### src/hw/tw8_pkg.sv
// Constants, types and helper functions for the 8-bit timer waveform output block
// Behaviour
// - Nonzero output-mode field routes waveform to pin, except 01 in PWM modes unless channel A with the high mode bit.
// - Non-PWM channel A: off, toggle, clear, set.
// - Non-PWM channel B: off, toggle, clear, set.
// - Fast PWM A: clear/set at match, inverse at BOTTOM.
// - Fast PWM B: 10/11 like A; 01 reserved.
// - Phase PWM A: up/down match actions, toggle option.
// - Phase PWM B: up/down match actions; 01 reserved.
// - Fast PWM A compare at TOP: act at BOTTOM.
// - Phase PWM and fast B at TOP: act at TOP.
// - Control 1 bits 3 and 2 always read zero.
// - Mode is high bit plus two low bits.
// - Mode 0: TOP 0xFF, immediate update, flag at MAX.
// - Mode 1: TOP 0xFF, load at TOP, flag at BOTTOM.
// - Mode 5: TOP from compare A, phase correct.
// - Mode 2: TOP compare A, immediate, flag at MAX.
// - Mode 3: TOP 0xFF, load at BOTTOM, flag MAX.
// - Mode 7: TOP compare A, load BOTTOM, flag TOP.
package tw8_pkg;

  // ****************************************************************
  // Register map and fields
  // ****************************************************************
  localparam logic [7:0] TW8_OFS_CTRL1     = 8'h00;
  localparam logic [7:0] TW8_OFS_CTRL2     = 8'h04;
  localparam logic [7:0] TW8_OFS_COUNT     = 8'h08;
  localparam logic [7:0] TW8_OFS_CMPA      = 8'h0c;
  localparam logic [7:0] TW8_OFS_CMPB      = 8'h10;
  localparam logic [7:0] TW8_OFS_STAT      = 8'h14;
  localparam logic [7:0] TW8_OFS_MASK      = 8'h18;
  localparam logic [7:0] TW8_OFS_PORT      = 8'h1c;
  localparam logic [7:0] TW8_CTRL1_WMASK   = 8'hf3;
  localparam logic [7:0] TW8_CTRL2_WMASK   = 8'h09;
  localparam logic [7:0] TW8_PORT_WMASK    = 8'h33;
  localparam logic [7:0] TW8_REG_RST       = 8'h00;
  localparam int         TW8_COMA_LSB      = 6;
  localparam int         TW8_COMB_LSB      = 4;
  localparam int         TW8_WGM_HIGH_BIT  = 3;
  localparam int         TW8_RUN_BIT       = 0;
  localparam int         TW8_DIR_LSB       = 0;
  localparam int         TW8_DAT_LSB       = 4;
  localparam int         TW8_ST_OVF        = 0;
  localparam int         TW8_ST_W          = 3;
  localparam logic [7:0] TW8_MAX           = 8'hff;
  localparam logic [7:0] TW8_BOTTOM        = 8'h00;
  localparam logic [7:0] TW8_ONE           = 8'h01;

  // ****************************************************************
  // Types
  // ****************************************************************
  typedef enum logic [2:0] {
    TW8_M_NORMAL   = 3'b000,
    TW8_M_PC_FF    = 3'b001,
    TW8_M_ON_MATCH = 3'b010,
    TW8_M_FAST_FF  = 3'b011,
    TW8_M_RSVD4    = 3'b100,
    TW8_M_PC_OCR   = 3'b101,
    TW8_M_RSVD6    = 3'b110,
    TW8_M_FAST_OCR = 3'b111
  } tw8_mode_t;

  typedef enum logic [1:0] {
    TW8_K_NONPWM = 2'b00,
    TW8_K_FAST   = 2'b01,
    TW8_K_PHASE  = 2'b10,
    TW8_K_RSVD   = 2'b11
  } tw8_kind_t;

  typedef enum logic [1:0] {
    TW8_A_HOLD   = 2'b00,
    TW8_A_TOGGLE = 2'b01,
    TW8_A_CLEAR  = 2'b10,
    TW8_A_SET    = 2'b11
  } tw8_act_t;

  typedef enum logic {
    TW8_D_UP   = 1'b0,
    TW8_D_DOWN = 1'b1
  } tw8_dir_t;

  typedef struct packed {
    logic        cyc;
    logic        stb;
    logic        we;
    logic [7:0]  adr;
    logic [3:0]  sel;
    logic [31:0] dat;
  } tw8_wb_req_t;

  typedef struct packed {
    logic out;
    logic oe;
  } tw8_pin_t;

  // ****************************************************************
  // Functions
  // ****************************************************************
  function automatic tw8_kind_t tw8_kind(input tw8_mode_t m);
    tw8_kind_t k;
    k = TW8_K_RSVD;
    unique case (m)
      TW8_M_NORMAL, TW8_M_ON_MATCH:   k = TW8_K_NONPWM;
      TW8_M_FAST_FF, TW8_M_FAST_OCR:  k = TW8_K_FAST;
      TW8_M_PC_FF, TW8_M_PC_OCR:      k = TW8_K_PHASE;
      TW8_M_RSVD4, TW8_M_RSVD6:       k = TW8_K_RSVD;
    endcase
    return k;
  endfunction

  function automatic logic tw8_apply(input logic w, input tw8_act_t a);
    logic r;
    r = w;
    unique case (a)
      TW8_A_HOLD:   r = w;
      TW8_A_TOGGLE: r = ~w;
      TW8_A_CLEAR:  r = 1'b0;
      TW8_A_SET:    r = 1'b1;
    endcase
    return r;
  endfunction

endpackage

### src/hw/tw8_wave_ctrl.sv
// Timer counter, mode decode, compare output logic and Wishbone register slave
`timescale 1ns/10ps
module tw8_wave_ctrl #(
  parameter int PS_W     = 16,
  parameter int PRESCALE = 1
) (
  // Clock and reset
  input  wire logic                 clk_i,
  input  wire logic                 rst_i,
  // Wishbone slave
  input  wire tw8_pkg::tw8_wb_req_t wb_i,
  output logic                      wb_ack_o,
  output logic [31:0]               wb_dat_o,
  // Waveform pins
  output tw8_pkg::tw8_pin_t         pin_a_o,
  output tw8_pkg::tw8_pin_t         pin_b_o,
  // Interrupt
  output logic                      irq_o
);
  import tw8_pkg::*;

  // ****************************************************************
  // State
  // ****************************************************************
  logic [7:0]          ctrl1_r;
  logic [7:0]          ctrl2_r;
  logic [7:0]          port_r;
  logic [7:0]          cnt_r;
  logic [7:0]          cnt_nxt;
  tw8_dir_t            dir_r;
  tw8_dir_t            dir_nxt;
  logic [7:0]          ocr_buf_r [2];
  logic [7:0]          ocr_act_r [2];
  logic [1:0]          wave_r;
  logic [1:0]          wave_nxt;
  tw8_pin_t            pin_r [2];
  logic [TW8_ST_W-1:0] stat_r;
  logic [TW8_ST_W-1:0] stat_nxt;
  logic [TW8_ST_W-1:0] mask_r;
  logic [PS_W-1:0]     ps_r;
  logic                tick_r;
  logic                ack_r;
  logic [31:0]         dat_r;
  logic                irq_r;

  // ****************************************************************
  // Bus decode
  // ****************************************************************
  wire        acc      = wb_i.cyc & wb_i.stb & ~ack_r;
  wire        wr       = acc & wb_i.we & wb_i.sel[0];
  wire [7:0]  wdat     = wb_i.dat[7:0];
  wire        wr_ctrl1 = wr & (wb_i.adr == TW8_OFS_CTRL1);
  wire        wr_ctrl2 = wr & (wb_i.adr == TW8_OFS_CTRL2);
  wire        wr_cmpa  = wr & (wb_i.adr == TW8_OFS_CMPA);
  wire        wr_cmpb  = wr & (wb_i.adr == TW8_OFS_CMPB);
  wire        wr_stat  = wr & (wb_i.adr == TW8_OFS_STAT);
  wire        wr_mask  = wr & (wb_i.adr == TW8_OFS_MASK);
  wire        wr_port  = wr & (wb_i.adr == TW8_OFS_PORT);
  wire [7:0]  rd8      = (wb_i.adr == TW8_OFS_CTRL1) ? (ctrl1_r & TW8_CTRL1_WMASK) :
                         (wb_i.adr == TW8_OFS_CTRL2) ? ctrl2_r :
                         (wb_i.adr == TW8_OFS_COUNT) ? cnt_r :
                         (wb_i.adr == TW8_OFS_CMPA)  ? ocr_buf_r[0] :
                         (wb_i.adr == TW8_OFS_CMPB)  ? ocr_buf_r[1] :
                         (wb_i.adr == TW8_OFS_STAT)  ? {5'h00, stat_r} :
                         (wb_i.adr == TW8_OFS_MASK)  ? {5'h00, mask_r} :
                         (wb_i.adr == TW8_OFS_PORT)  ? port_r : TW8_BOTTOM;
  wire [31:0] rd_word  = {24'h000000, rd8};

  // ****************************************************************
  // Mode decode
  // ****************************************************************
  wire        wgm_hi   = ctrl2_r[TW8_WGM_HIGH_BIT];
  wire        run      = ctrl2_r[TW8_RUN_BIT];
  wire tw8_mode_t mode = tw8_mode_t'({wgm_hi, ctrl1_r[1:0]});
  wire tw8_kind_t kind = tw8_kind(mode);
  // Compare A as TOP in modes 2, 5 and 7
  wire        ocr_top  = (mode == TW8_M_ON_MATCH) | (mode == TW8_M_PC_OCR) | (mode == TW8_M_FAST_OCR);
  wire [7:0]  top      = ocr_top ? ocr_act_r[0] : TW8_MAX;
  wire        at_top   = (cnt_r == top);
  wire        at_bot   = (cnt_r == TW8_BOTTOM);
  wire        at_max   = (cnt_r == TW8_MAX);
  wire        fast_wrap = tick_r & (kind == TW8_K_FAST) & at_top;
  wire        pc_top   = tick_r & (kind == TW8_K_PHASE) & at_top & (dir_r == TW8_D_UP);
  wire        pc_bot   = tick_r & (kind == TW8_K_PHASE) & at_bot & (dir_r == TW8_D_DOWN);
  // Double-buffered compare load point per mode class
  wire        ocr_upd  = (kind == TW8_K_NONPWM) | (kind == TW8_K_RSVD) | fast_wrap | pc_top;
  wire        ovf_ev   = ((kind == TW8_K_NONPWM) & tick_r & at_max) |
                         ((mode == TW8_M_FAST_FF) & tick_r & at_max) |
                         ((mode == TW8_M_FAST_OCR) & fast_wrap) |
                         pc_bot;

  // ****************************************************************
  // Counter sequence
  // ****************************************************************
  always_comb begin
    cnt_nxt = cnt_r;
    dir_nxt = dir_r;
    if (tick_r) begin
      unique case (kind)
        TW8_K_NONPWM: cnt_nxt = (mode == TW8_M_ON_MATCH && at_top) ? TW8_BOTTOM : cnt_r + TW8_ONE;
        TW8_K_FAST:   cnt_nxt = at_top ? TW8_BOTTOM : cnt_r + TW8_ONE;
        TW8_K_PHASE: begin
          if (dir_r == TW8_D_UP && at_top) begin
            cnt_nxt = cnt_r - TW8_ONE;
            dir_nxt = TW8_D_DOWN;
          end else if (dir_r == TW8_D_DOWN && at_bot) begin
            cnt_nxt = cnt_r + TW8_ONE;
            dir_nxt = TW8_D_UP;
          end else if (dir_r == TW8_D_UP) begin
            cnt_nxt = cnt_r + TW8_ONE;
          end else begin
            cnt_nxt = cnt_r - TW8_ONE;
          end
        end
        TW8_K_RSVD:   cnt_nxt = cnt_r;
      endcase
    end
  end

  // ****************************************************************
  // Compare output action
  // ****************************************************************
  function automatic tw8_act_t chan_act(input tw8_kind_t k, input logic [1:0] com, input logic match,
                                        input logic wrap, input logic eqtop, input logic is_a,
                                        input logic hi, input tw8_dir_t d, input logic tp);
    tw8_act_t a;
    a = TW8_A_HOLD;
    unique case (k)
      TW8_K_NONPWM: begin
        if (match) begin
          a = tw8_act_t'(com);
        end
      end
      TW8_K_FAST: begin
        if (com == 2'b01) begin
          a = (is_a & hi & match) ? TW8_A_TOGGLE : TW8_A_HOLD;
        end else if (com[1] && eqtop) begin
          if (wrap) begin
            // A acts as at BOTTOM, B as at TOP
            a = is_a ? (com[0] ? TW8_A_CLEAR : TW8_A_SET) : (com[0] ? TW8_A_SET : TW8_A_CLEAR);
          end
        end else if (com[1] && match) begin
          a = com[0] ? TW8_A_SET : TW8_A_CLEAR;
        end else if (com[1] && wrap) begin
          a = com[0] ? TW8_A_CLEAR : TW8_A_SET;
        end
      end
      TW8_K_PHASE: begin
        if (com == 2'b01) begin
          a = (is_a & hi & match) ? TW8_A_TOGGLE : TW8_A_HOLD;
        end else if (com[1] && eqtop) begin
          // Down-count result keeps a full-scale duty steady
          if (tp) begin
            a = com[0] ? TW8_A_CLEAR : TW8_A_SET;
          end
        end else if (com[1] && match) begin
          a = ((d == TW8_D_UP) ^ com[0]) ? TW8_A_CLEAR : TW8_A_SET;
        end
      end
      TW8_K_RSVD: a = TW8_A_HOLD;
    endcase
    return a;
  endfunction

  logic [1:0] com   [2];
  logic [1:0] match;
  logic [1:0] eqtop;
  logic [1:0] conn;
  tw8_act_t   act   [2];

  assign com[0] = ctrl1_r[TW8_COMA_LSB +: 2];
  assign com[1] = ctrl1_r[TW8_COMB_LSB +: 2];

  genvar gi;
  generate
    for (gi = 0; gi < 2; gi++) begin : g_chan
      assign match[gi]    = tick_r & (cnt_r == ocr_act_r[gi]);
      assign eqtop[gi]    = (ocr_act_r[gi] == top);
      // In PWM modes, A's toggle code without the high bit, and B's reserved code, leave the pin to the port
      assign conn[gi]     = |com[gi] & ~((com[gi] == 2'b01) & ((kind == TW8_K_FAST) | (kind == TW8_K_PHASE)) &
                                         ~((gi == 0) & wgm_hi));
      assign act[gi]      = chan_act(kind, com[gi], match[gi], fast_wrap, eqtop[gi], (gi == 0), wgm_hi,
                                     dir_r, pc_top);
      assign wave_nxt[gi] = tw8_apply(wave_r[gi], act[gi]);

      always_ff @(posedge clk_i) begin
        if (rst_i) begin
          ocr_buf_r[gi] <= TW8_REG_RST;
          ocr_act_r[gi] <= TW8_REG_RST;
          wave_r[gi]    <= 1'b0;
          pin_r[gi]     <= '0;
        end else begin
          if ((gi == 0) ? wr_cmpa : wr_cmpb) begin
            ocr_buf_r[gi] <= wdat;
          end
          if (ocr_upd) begin
            ocr_act_r[gi] <= ocr_buf_r[gi];
          end
          wave_r[gi]    <= wave_nxt[gi];
          // Port data drives the pin while the channel is off
          pin_r[gi].out <= conn[gi] ? wave_r[gi] : port_r[TW8_DAT_LSB + gi];
          pin_r[gi].oe  <= port_r[TW8_DIR_LSB + gi];
        end
      end
    end
  endgenerate

  // ****************************************************************
  // Status and interrupt
  // ****************************************************************
  // Hardware set beats a write-one clear in the same cycle
  assign stat_nxt = (stat_r & ~(wr_stat ? wdat[TW8_ST_W-1:0] : 3'h0)) | {match[1], match[0], ovf_ev};

  // ****************************************************************
  // Registers
  // ****************************************************************
  always_ff @(posedge clk_i) begin
    if (rst_i) begin
      ctrl1_r <= TW8_REG_RST;
      ctrl2_r <= TW8_REG_RST;
      port_r  <= TW8_REG_RST;
      mask_r  <= '0;
      stat_r  <= '0;
      irq_r   <= 1'b0;
      cnt_r   <= TW8_BOTTOM;
      dir_r   <= TW8_D_UP;
      ps_r    <= '0;
      tick_r  <= 1'b0;
      ack_r   <= 1'b0;
      dat_r   <= '0;
    end else begin
      if (wr_ctrl1) ctrl1_r <= wdat & TW8_CTRL1_WMASK;
      if (wr_ctrl2) ctrl2_r <= wdat & TW8_CTRL2_WMASK;
      if (wr_port) port_r <= wdat & TW8_PORT_WMASK;
      if (wr_mask) mask_r <= wdat[TW8_ST_W-1:0];
      stat_r <= stat_nxt;
      irq_r  <= |(stat_r & mask_r);
      cnt_r  <= cnt_nxt;
      dir_r  <= dir_nxt;
      // Timer enable divider; no ticks in reserved modes
      ps_r   <= (ps_r == PS_W'(PRESCALE - 1) || !run) ? '0 : ps_r + 1'b1;
      tick_r <= run & (kind != TW8_K_RSVD) & (ps_r == PS_W'(PRESCALE - 1));
      ack_r  <= acc;
      if (acc) dat_r <= wb_i.we ? 32'h00000000 : rd_word;
    end
  end

  assign wb_ack_o = ack_r;
  assign wb_dat_o = dat_r;
  assign pin_a_o  = pin_r[0];
  assign pin_b_o  = pin_r[1];
  assign irq_o    = irq_r;
endmodule
### config.mk
export PLATFORM = sky130hd
export DESIGN_NAME = tw8_wave_ctrl
export DESIGN_NICKNAME = d
export VERILOG_FILES = /design/src/hw/tw8_pkg.sv /design/src/hw/tw8_wave_ctrl.sv
export SDC_FILE = /design/constraint.sdc
export NUM_CORES = 1
export LEC_CHECK = 0
export ABC_AREA = 1
export BUFFER_PORTS_ARGS = -buffer_cell sky130_fd_sc_hd__buf_4
export CAP_MARGIN = 20
export CELL_PAD_IN_SITES_DETAIL_PLACEMENT = 0
export CELL_PAD_IN_SITES_GLOBAL_PLACEMENT = 2
export CORE_ASPECT_RATIO = 0.5
export CORE_MARGIN = 5
export CORE_UTILIZATION = 30
export CTS_CLUSTER_SIZE = 30
export DETAILED_ROUTE_END_ITERATION = 12
export HOLD_SLACK_MARGIN = 0.06
export PLACE_DENSITY_LB_ADDON = 0.25
export SETUP_SLACK_MARGIN = 0.3
export SLEW_MARGIN = 10
export SYNTH_ARGS = -nofsm -noshare
export SYNTH_HDL_FRONTEND = slang
export SYNTH_SLANG_ARGS = --single-unit
### constraint.sdc
create_clock -name clk_i -period 3.25 [get_ports clk_i]
set_input_delay 0.65 -clock clk_i [delete_from_list [all_inputs] [get_ports clk_i]]
set_output_delay 0.65 -clock clk_i [all_outputs]
set_load 0.005 [all_outputs]
==> reports/qor.csv, run 1 <==
metric,value,unit
status,"finished, final reports clean",
htree_levels,3,
cp_delay_by_family_top,simple AND/OR/NAND/NOR gates,
post_drt_via_cell_ratio,4.740,
timing.setup.tns,0,ps
post_synth.cell_area_avg,7.066,um2
effective_utilization_at_floorplan,30.71,%
cts-hold-fix-buffers,0,
hold_viol_final,0,
critical-path-max-stage-delay,520,ps
cell_types_with_the_largest_area_share_after_synthesis,"dfxtp_1 21%, edfxtp_1 17%, nand2_1 11%",
synth_largest_area_cell,dfxtp_1,
most_frequent_standard_cell_in_the_layout_excluding_fill_and_tap_cells,nand2_1,
ios,87,
grt_antenna_before_repair,0,
antenna_violating_nets_post_route,0,
floorplan.core_area,18520,um2
reg2reg_setup_slack,490,ps
first_pass_grt_wire_length,27260,um
buffers_inverters_on_critical_path,4,
total_of_flip_flops_plus_latches_after_synthesis,92,
finalClockSkew,7.626,ps
die_boundary_width,204.7,um
first_global_vias,5019,
grt_overflow,0,
globalRouteMet1Util,22.46,%
setup_viol,0,
max_freq,361.9,MHz
crit_path_max_delay_cell_type,dfxtp_1,
grt_usage,15.99,%
layout.nets,897,
setup.worst_path.class,reg2reg,
top_usage_layer,met2,
postSynthCellCount,805,
fill_count,2026,
drv_slew,0,
critical_path_required_time,3440,ps
clock_insertion_delay_worst_skew,340,ps
ctsRootBufferMaster,clkbuf_16,
layout_min_cycle_time,2763,ps
crit_path_end_kind,flop,
synth-warning-count,0,
cts_tree,yes,
max-vdd-ir-drop,0.2624,mV
timing.final.crit_share,85.02,%
synth_sequential_area_ratio,38.01,%
critical_path_peak_fanout,16,
gpl.final_weighted_congestion,0.8611,
fin_ws,486.8,ps
pre_cts_ws,381.3,ps
distinct_cells_synth,41,
max-clock-path-buffers,2,
maximum_capacitance_violations,0,
die_h,107.4,um
total_leakage_power,2.683,nW
globalRouteMet3Util,3.462,%
clk_pin_slew_worst_paths,70,ps
port-buffer-count,35,
drive_gt1_share,10.87,%
route.vias.total,5238,
insertedDiodeCount,0,
wl,17620,um
cts_num_sinks,92,
initialDrtViolationCount,279,
numCtsBuffers,9,
critical_path.cell_chain,"inv_1, nor2_1, nor2_1, inv_1, ha_1, nand2_1, inv_1, nand2_1, nor2_4, nor3_1, or2_1, buf_4, nor2_1",
relSlewSlack,63.57,%
dpl.hpwl,13950,um
layout_common_cells,"165 x nand2_1, 108 x inv_1, 96 x nor2_1",
grt_max_degree,34,
firstDrtPassIters,5,
post-route-drc-count,0,
post-synth-top-area-fraction,21.12,%
post_drt_wl_per_cell,15.94,um
area_delta_synth_final,13.59,%
groute.layer.met2.usage,25.66,%
row_count,35,
min_path_type,reg2reg,
finalCoreUtilization,34.88,%
fp.dieArea,21980,um2
post_dp_cell_area,6143,um2
pwr_density_cell,373.7,nW/um2
unrepaired_setup_endpoints_after_global_routing,false,
critPathLaunchType,flop,
synth_area,5688,um2
worst_slew_pin_slew,545.0,ps
final_cell_area_excluding_filler_cells,6461,um2
worst-endpoint-arrival,2950,ps
[kinds of logic (layout without fill, tap and decap cells)]
family	after synthesis	count (layout)	share of synthesized area, %
and+or+nand+nor	381	381	30.55
buffers and inverters	158	176	12.87
AOI/OAI and AO/OA	151	151	14.65
DFF	92	92	38.01
xor gates and xnor gates	15	15	2.310
adders and majority gates	7	7	1.540
other	1	24	0.06593
[layout make-up]
class / instances / area [um2] / area share (%)
Sequential cell: 92 / 2162 / 33.46
Clock inverter: 7 / 72.57 / 1.123
Timing Repair Buffer: 51 / 382.9 / 5.926
Tap cell: 259 / 324.1 / 5.015
Multi-Input combinational cell: 578 / 2885 / 44.66
Clock buffer: 9 / 225.2 / 3.486
Inverter: 109 / 409.1 / 6.332
[synth_stat cells (all sizes together)]
cell and instances:
nor4 5, xnor2 3, a32o 1, clkinv 1
or2 4, xor2 12, a211oi 2, nand3 46
ha 7, clkbuf 17, buf 32, a32oi 2
o21a 1, conb 1, nand4 11, o221ai 5
a31oi 5, nor3 21, o21ai 58, nor3b 6
nor2 112, dfxtp 60, o2111ai 3, o311ai 1
edfxtp 32, o211ai 3, a21oi 62, nand3b 5
inv 108, o22ai 8, nand2 171
[power by group]
| group | leakage, nW | internal, mW | total [mW] | switching, mW |
|---|---|---|---|---|
| Sequential | 0.834 | 1.20 | 1.22 | 0.0134 |
| Combinational | 1.71 | 0.0424 | 0.124 | 0.0819 |
| Clock | 0.140 | 0.599 | 1.07 | 0.474 |
[final timing paths]
check                         end  depth (start not counted)       start
setup reg to reg  ocr_act_r[1][0]                         13  ctrl2_r[3]
hold reg to reg           ps_r[0]                          1     ps_r[0]
setup / recovery  ocr_act_r[1][0]                         13  ctrl2_r[3]
hold / removal            ps_r[0]                          1     ps_r[0]
[repair_timing]
item | CTS | global route
setup buffers | 0 | 2
setup endpoints to repair | 0 | 14
gates resized for setup | 0 | 1
[flip-flops by register name (all words and copies together), names as in the netlist]
register and count:
ctrl2_r 2, irq_o 1, wb_dat_o 8, dir_r 1, mask_r 3, port_r 4
wb_ack_o 1, stat_r 3, pin_r 4, wave_r 2, ctrl1_r 6, ocr_act_r 16
tick_r 1, cnt_r 8, ps_r 16, ocr_buf_r 16
[layer usage]
layer | up-vias | wire [um]
met4 | 0 | 135
li1 | 2682 | -
met3 | 12 | 851
met2 | 101 | 7918
met1 | 2443 | 8714
met5 | - | 0
[stage by stage]
| stage | hold WS (ps) | total power, mW | cells |
|---|---|---|---|
| final | 451.4 | 2.415 | 1105 |
| after global routing | 488.3 | 2.498 | 1105 |
| after CTS | 454.2 | 2.438 | 1103 |
| after detailed placement | 440.2 | 1.368 | 1087 |
| after global placement | 430.4 | 1.367 | 1087 |
| after floorplan | 416.0 | 1.334 | 828 |
(Power assumes the default switching activity.)
==> inputs of run 2 (changes only) <==
clock period = 3.29 ns   (was 3.25 ns; I/O delays follow)
==> run 2 against run 1 <==
Sequential share of layout area is essentially flat. Combinational power is essentially flat. Register-to-register slack improved by 120 ps.
==> reports/qor.csv, run 2 (same netlist as run 1, synthesis figures left out) <==
metric,value,unit,change
timing.setup.tns,0,ps,unchanged
reg2reg_to,ocr_act_r[1][3],,
most_frequent_standard_cell_in_the_layout_excluding_fill_and_tap_cells,nand2_1,,
cts_tree,yes,,
worst_slew_pin_slew,569.8,ps,+24.86 ps
status,"finished, final reports clean",,
port-buffer-count,35,,unchanged
r2r_start,ctrl2_r[3],,
finalClockSkew,7.873,ps,+0.2471 ps
post-route-drc-count,0,,unchanged
relSlewSlack,61.61,%,-2.0 points
min_path_type,reg2reg,,
route.vias.total,5244,,+0.11%
critical_path_required_time,3480,ps,+40 ps
gpl.final_weighted_congestion,0.8683,,+0.84%
met3_length,939,um,+10%
wl,17390,um,-1.3%
worst_hold_path.num_cells,2,,+1
clk_pin_slew_worst_paths,70,ps,about the same
top_layer,met5,,
layout_common_cells,"165 x nand2_1, 108 x inv_1, 96 x nor2_1",,
initialDrtViolationCount,191,,-32%
firstDrtPassIters,5,,unchanged
largest_registers,"ocr_act_r x16, ocr_buf_r x16, ps_r x16",,
worst_r2r_path_depth,13,,unchanged
pre_cts_ws,438.1,ps,+56.83 ps
grt_antenna_before_repair,1,,+1
critical_path_peak_fanout,16,,unchanged
layout_min_cycle_time,2683,ps,-80.38 ps
row_count,35,,unchanged
cp_delay_by_family_top,simple AND/OR/NAND/NOR gates,,
effective_utilization_at_floorplan,30.71,%,unchanged
max-vdd-ir-drop,0.2316,mV,-12%
post_drt_via_cell_ratio,4.741,,about the same
fp.dieArea,21980,um2,unchanged
cts_num_sinks,92,,unchanged
numCtsBuffers,9,,unchanged
grt_overflow,0,,unchanged
hp-start,port_r[0],,
htree_levels,3,,unchanged
setup.worst_path.class,reg2reg,,
buffers_inverters_on_critical_path,4,,unchanged
detail_route.wirelength.met1,8543,um,-2.0%
first_global_vias,4944,,-1.5%
fin_ws,607.2,ps,+120.4 ps
area_delta_synth_final,13.64,%,about the same
wl_met2,7686,um,-2.9%
drive_gt1_share,10.86,%,-0.013 points
total_leakage_power,2.688,nW,+0.20%
maximum_capacitance_violations,0,,unchanged
floorplan.core_area,18520,um2,unchanged
layout.nets,898,,+0.11%
crit_path_max_delay_cell_type,dfxtp_1,,
timing.final.crit_share,81.54,%,-3.5 points
max_freq,372.7,MHz,+3.0%
setup_viol,0,,unchanged
crit_path_end_kind,flop,,
first_pass_grt_wire_length,27070,um,-0.69%
worst_setup_path_startpoint,ctrl2_r[3],,
critPathLaunchType,flop,,
unrepaired_setup_endpoints_after_global_routing,false,,
dpl.hpwl,13870,um,-0.55%
pwr_density_cell,365.8,nW/um2,-2.1%
worst-endpoint-arrival,2880,ps,-70 ps
critical-path-max-stage-delay,510,ps,about the same
critical_path.cell_chain,"inv_1, nor2_1, nor2_1, inv_1, ha_1, nand2_1, inv_1, nand2_1, nor2_4, nor3_1, or2_1, buf_4, nor2_1",,
clock_insertion_delay_worst_skew,340,ps,about the same
grt_max_degree,34,,unchanged
post_drt_wl_per_cell,15.73,um,-1.4%
fill_count,1974,,-2.6%
max-clock-path-buffers,2,,unchanged
hold_viol_final,0,,unchanged
ctsRootBufferMaster,clkbuf_16,,
ios,87,,unchanged
insertedDiodeCount,0,,unchanged
hold_path_end,pin_r[0][0],,
die_boundary_width,204.7,um,unchanged
drv_slew,0,,unchanged
antenna_violating_nets_post_route,0,,unchanged
reg2reg_setup_slack,610,ps,+120 ps
die_h,107.4,um,unchanged
grt_usage,15.95,%,-0.035 points
run 2: per-stage QoR:
| step | cells | power, mW | cell area [um2] | util [%] | hold WS (ps) |
|---|---|---|---|---|---|
| floorplan | 828 | 1.317 | 5774 | - | 416.0 |
| CTS | 1104 | 2.399 | 6444 | 34.79 | 448.0 |
| global route | 1106 | 2.456 | 6464 | 34.89 | 470.2 |
| detailed placement | 1088 | 1.352 | 6151 | 33.21 | 435.2 |
| finish | 1106 | 2.365 | 6464 | 34.89 | 444.0 |
| global placement | 1088 | 1.352 | 6151 | 33.21 | 431.4 |
run 2: area by class of cell:
class	count	area [um2]	area share, %
Multi-Input combinational cell	578	2885	44.64
Sequential cell	92	2162	33.45
Clock inverter	5	60.06	0.9292
Clock buffer	11	232.7	3.600
Timing Repair Buffer	52	390.4	6.039
Inverter	109	409.1	6.330
Tap cell	259	324.1	5.014
run 2: worst max path at each step:
stage | endpoint | slack (ps) | cells after the start
2_1_floorplan | ocr_buf_r[0][0] | 650 | 6
3_3_place_gp | ctrl1_r[5] | 480 | 12
3_5_place_dp | ctrl1_r[6] | 440 | 12
4_1_cts | wave_r[1] | 420 | 17
5_1_grt | ocr_act_r[1][2] | 320 | 13
6_report | ocr_act_r[1][3] | 610 | 13
run 2: timing repair:
| action | 4_1_cts | 5_1_grt |
|---|---|---|
| setup endpoints to repair | 0 | 4 |
| buffers inserted | 0 | 2 |
| hold buffers | 0 | 0 |
| resized for setup | 0 | 1 |
run 2: worst register-to-register path: stages (launching register included):
cell and delay, ps:
dfxtp_1 510, inv_1 140, nor2_1 230, nor2_1 90, inv_1 60, ha_1 340, nand2_1 120, inv_1 90
nand2_1 110, nor2_4 180, nor3_1 80, or2_1 210, buf_4 230, nor2_1 140
run 2: layer usage:
layer	vias up	GRT usage (%)
li1	2679	-
met1	2411	22.14
met2	133	25.26
met3	19	3.612
met4	2	3.870
met5	-	0
run 2: where the power goes:
| part | internal, mW | total [mW] | switching, mW |
|---|---|---|---|
| clock | 0.594 | 1.04 | 0.445 |
| combinational | 0.0426 | 0.123 | 0.0802 |
| sequential | 1.19 | 1.20 | 0.0137 |
==> inputs of run 3 (changes only) <==
ABC_AREA = 0   (was 1)
clock period = 2.3 ns   (was 3.29 ns; I/O delays follow)
==> run 3 against run 2 <==
The flow now finishes with violations (setup timing). Clock-buffer cell count down 1. First-iteration DRC count is 10% higher. Cell count down 9.3%. Largest cell class unchanged.
==> reports/qor.csv, run 3 <==
metric,value,unit,change
violations,setup timing,,
post-layout-total-power,4.079,mW,+73%
grt_overflow,0,,unchanged
top_usage_layer,met2,,
htree_levels,3,,unchanged
area_delta_synth_final,34.27,%,
drive_gt1_share,32.63,%,+22 points
timing.final.crit_share,105.4,%,+24 points
first_pass_grt_wire_length,27230,um,+0.61%
postSynthCellCount,646,,-20%
setup_viol,22,,+22
critPathLaunchType,flop,,
unrepaired_setup_endpoints_after_global_routing,true,,
first_global_vias,4962,,+0.36%
relSlewSlack,59.19,%,-2.4 points
total_leakage_power,2.968,nW,+10%
grt_usage,16.18,%,+0.23 points
row_count,35,,unchanged
largest_registers,"ocr_act_r x16, ocr_buf_r x16, ps_r x16",,
distinct_cells_synth,70,,+71%
max-vdd-ir-drop,0.3813,mV,+65%
antenna_violating_nets_post_route,0,,unchanged
drv_slew,0,,unchanged
post-synth-top-area-fraction,21.84,%,+0.73 points
maximum_capacitance_violations,0,,unchanged
floorplan.core_area,18220,um2,-1.7%
gpl.final_weighted_congestion,0.8533,,-1.7%
synth_area,5499,um2,-3.3%
synth.most_common_cell,nor2_1,,
wl,17260,um,-0.77%
post_drt_wl_per_cell,17.21,um,+9.4%
post-route-drc-count,0,,unchanged
critical_path_required_time,2550,ps,-930 ps
cts_num_sinks,92,,unchanged
layout.nets,814,,-9.4%
insertedDiodeCount,0,,unchanged
die_h,105.7,um,-1.5%
pwr_density_cell,552.4,nW/um2,+51%
total_of_flip_flops_plus_latches_after_synthesis,92,,unchanged
hp-start,wb_i[6],,
max-clock-path-buffers,2,,unchanged
groute.layer.met2.usage,26.65,%,+1.4 points
clk_pin_slew_worst_paths,70,ps,about the same
grt_antenna_before_repair,0,,-1
crit_path_end_kind,flop,,
critical_path_peak_fanout,6,,-10
globalRouteMet3Util,3.351,%,-0.26 points
ios,87,,unchanged
reg2reg_setup_slack,-120,ps,-730 ps
worst_slew_pin_slew,603.6,ps,+33.74 ps
numCtsBuffers,9,,unchanged
worst_r2r_path_depth,8,,-5
fin_ws,-123.3,ps,-730.5 ps
pre_cts_ws,-215.5,ps,-653.7 ps
globalRouteMet1Util,22.05,%,-0.092 points
synth_sequential_area_ratio,39.32,%,+1.3 points
post_synth.cell_area_avg,8.512,um2,+20%
cts-hold-fix-buffers,0,,unchanged
layout_common_cells,"122 x buf_4, 64 x nor2_1, 57 x dfxtp_1",,
hold_slack,392.7,ps,-51.24 ps
synth_edf_count,32,,unchanged
firstDrtPassIters,5,,unchanged
status,"finished, violations left",,
timing.setup.tns,-1338,ps,-1338 ps
cts_tree,yes,,
route.vias.total,5027,,-4.1%
post_drt_via_cell_ratio,5.012,,+5.7%
synth-warning-count,0,,unchanged
initialDrtViolationCount,211,,+10%
effective_utilization_at_floorplan,30.19,%,-0.52 points
min_path_type,in2reg,,
grt_max_degree,24,,-29%
synthTopCellsByCount,"71 x nor2_1, 60 x dfxtp_1, 47 x nand2_1",,
layout_min_cycle_time,2423,ps,-259.5 ps
r2r_start,ctrl2_r[3],,
most_frequent_standard_cell_in_the_layout_excluding_fill_and_tap_cells,buf_4,,
dpl.hpwl,13230,um,-4.6%
cell_types_with_the_largest_area_share_after_synthesis,"dfxtp_1 22%, edfxtp_1 17%, nor2_1 4.8%",,
hold_path_end,ctrl1_r[6],,
hold_viol_final,0,,unchanged
finalClockSkew,10.58,ps,+2.712 ps
worst-endpoint-arrival,2670,ps,-210 ps
ctsRootBufferMaster,clkbuf_16,,
synth_largest_area_cell,dfxtp_1,,
port-buffer-count,35,,unchanged
async_flop_share,0,%,unchanged
reg2reg_to,wave_r[1],,
max_freq,412.7,MHz,+11%
setup.worst_path.class,reg2reg,,
fp.dieArea,21300,um2,-3.1%
dominantRegCellSynth,dfxtp_1,,
worst_hold_path.num_cells,3,,+1
die_boundary_width,201.5,um,-1.6%
clock_insertion_delay_worst_skew,350,ps,about the same
-- run 3: power by group --
part	internal [mW]	switching, mW	leakage [nW]
clock network	0.747	0.691	0.139
logic	0.363	0.445	1.99
registers	1.74	0.0936	0.837
total	2.85	1.23	2.97
-- run 3: stage by stage --
stage,instances,area [um2],utilization [%]
final,1003,7383,40.53
after global placement,969,6624,36.36
after floorplan,669,5758,-
after detailed placement,969,6624,36.36
after global routing,1003,7383,40.53
after CTS,1000,7266,39.88
-- run 3: cell families (layout without fill, tap and decap cells) --
kind of cell	count (synthesis)	count (layout)	synth area share [%]
and+or+nand+nor	281	282	26.30
AOI/OAI and AO/OA	138	138	17.82
DFF	92	92	39.32
buffers and inverters	84	177	7.554
xor gates and xnor gates	23	23	3.663
muxes	20	20	3.686
adders and majority gates	7	7	1.593
other	1	24	0.06819
-- run 3: worst max path at each step --
stage	from	end	depth (start not counted)
after global routing	ctrl1_r[1]	wave_r[1]	8
after global placement	ctrl2_r[3]	wave_r[1]	9
final	ctrl2_r[3]	wave_r[1]	8
after detailed placement	ctrl2_r[3]	wave_r[1]	9
after CTS	ctrl2_r[3]	wave_r[1]	8
after floorplan	ctrl2_r[3]	wave_r[1]	9
-- run 3: layout make-up --
type                    instances  area (um2)
clock inverters                 6       45.04
inverters                      22       82.58
clock buffers                  10       229.0
repair buffers                139        1147
flip-flops and latches         92        2166
fillers                      1836       10830
well taps                     240       300.3
multi-input cells             494        3413
-- run 3: per-layer routing --
metal / vias up / routed length [um] / part of all wire [%]
li1: 2512 / - / -
met1: 2417 / 8334 / 48
met2: 83 / 8047 / 47
met3: 15 / 633 / 3.7
met4: 0 / 245 / 1.4
met5: - / 0 / 0
-- run 3: timing repair --
item | CTS | global route
buffers inserted | 13 | 3
cloned | 2 | 0
resized for setup | 62 | 22
setup endpoints to repair | 44 | 59
pin swaps | 39 | 19
-- run 3: critical path: stages (launching register included) --
cell       delay (ps)
dfxtp_2           330
or3b_4            460
a2111oi_4         310
a41oi_1            70
a2111o_1          530
a21o_1            200
a32oi_2           190
a221o_1           190
o21ai_2            50
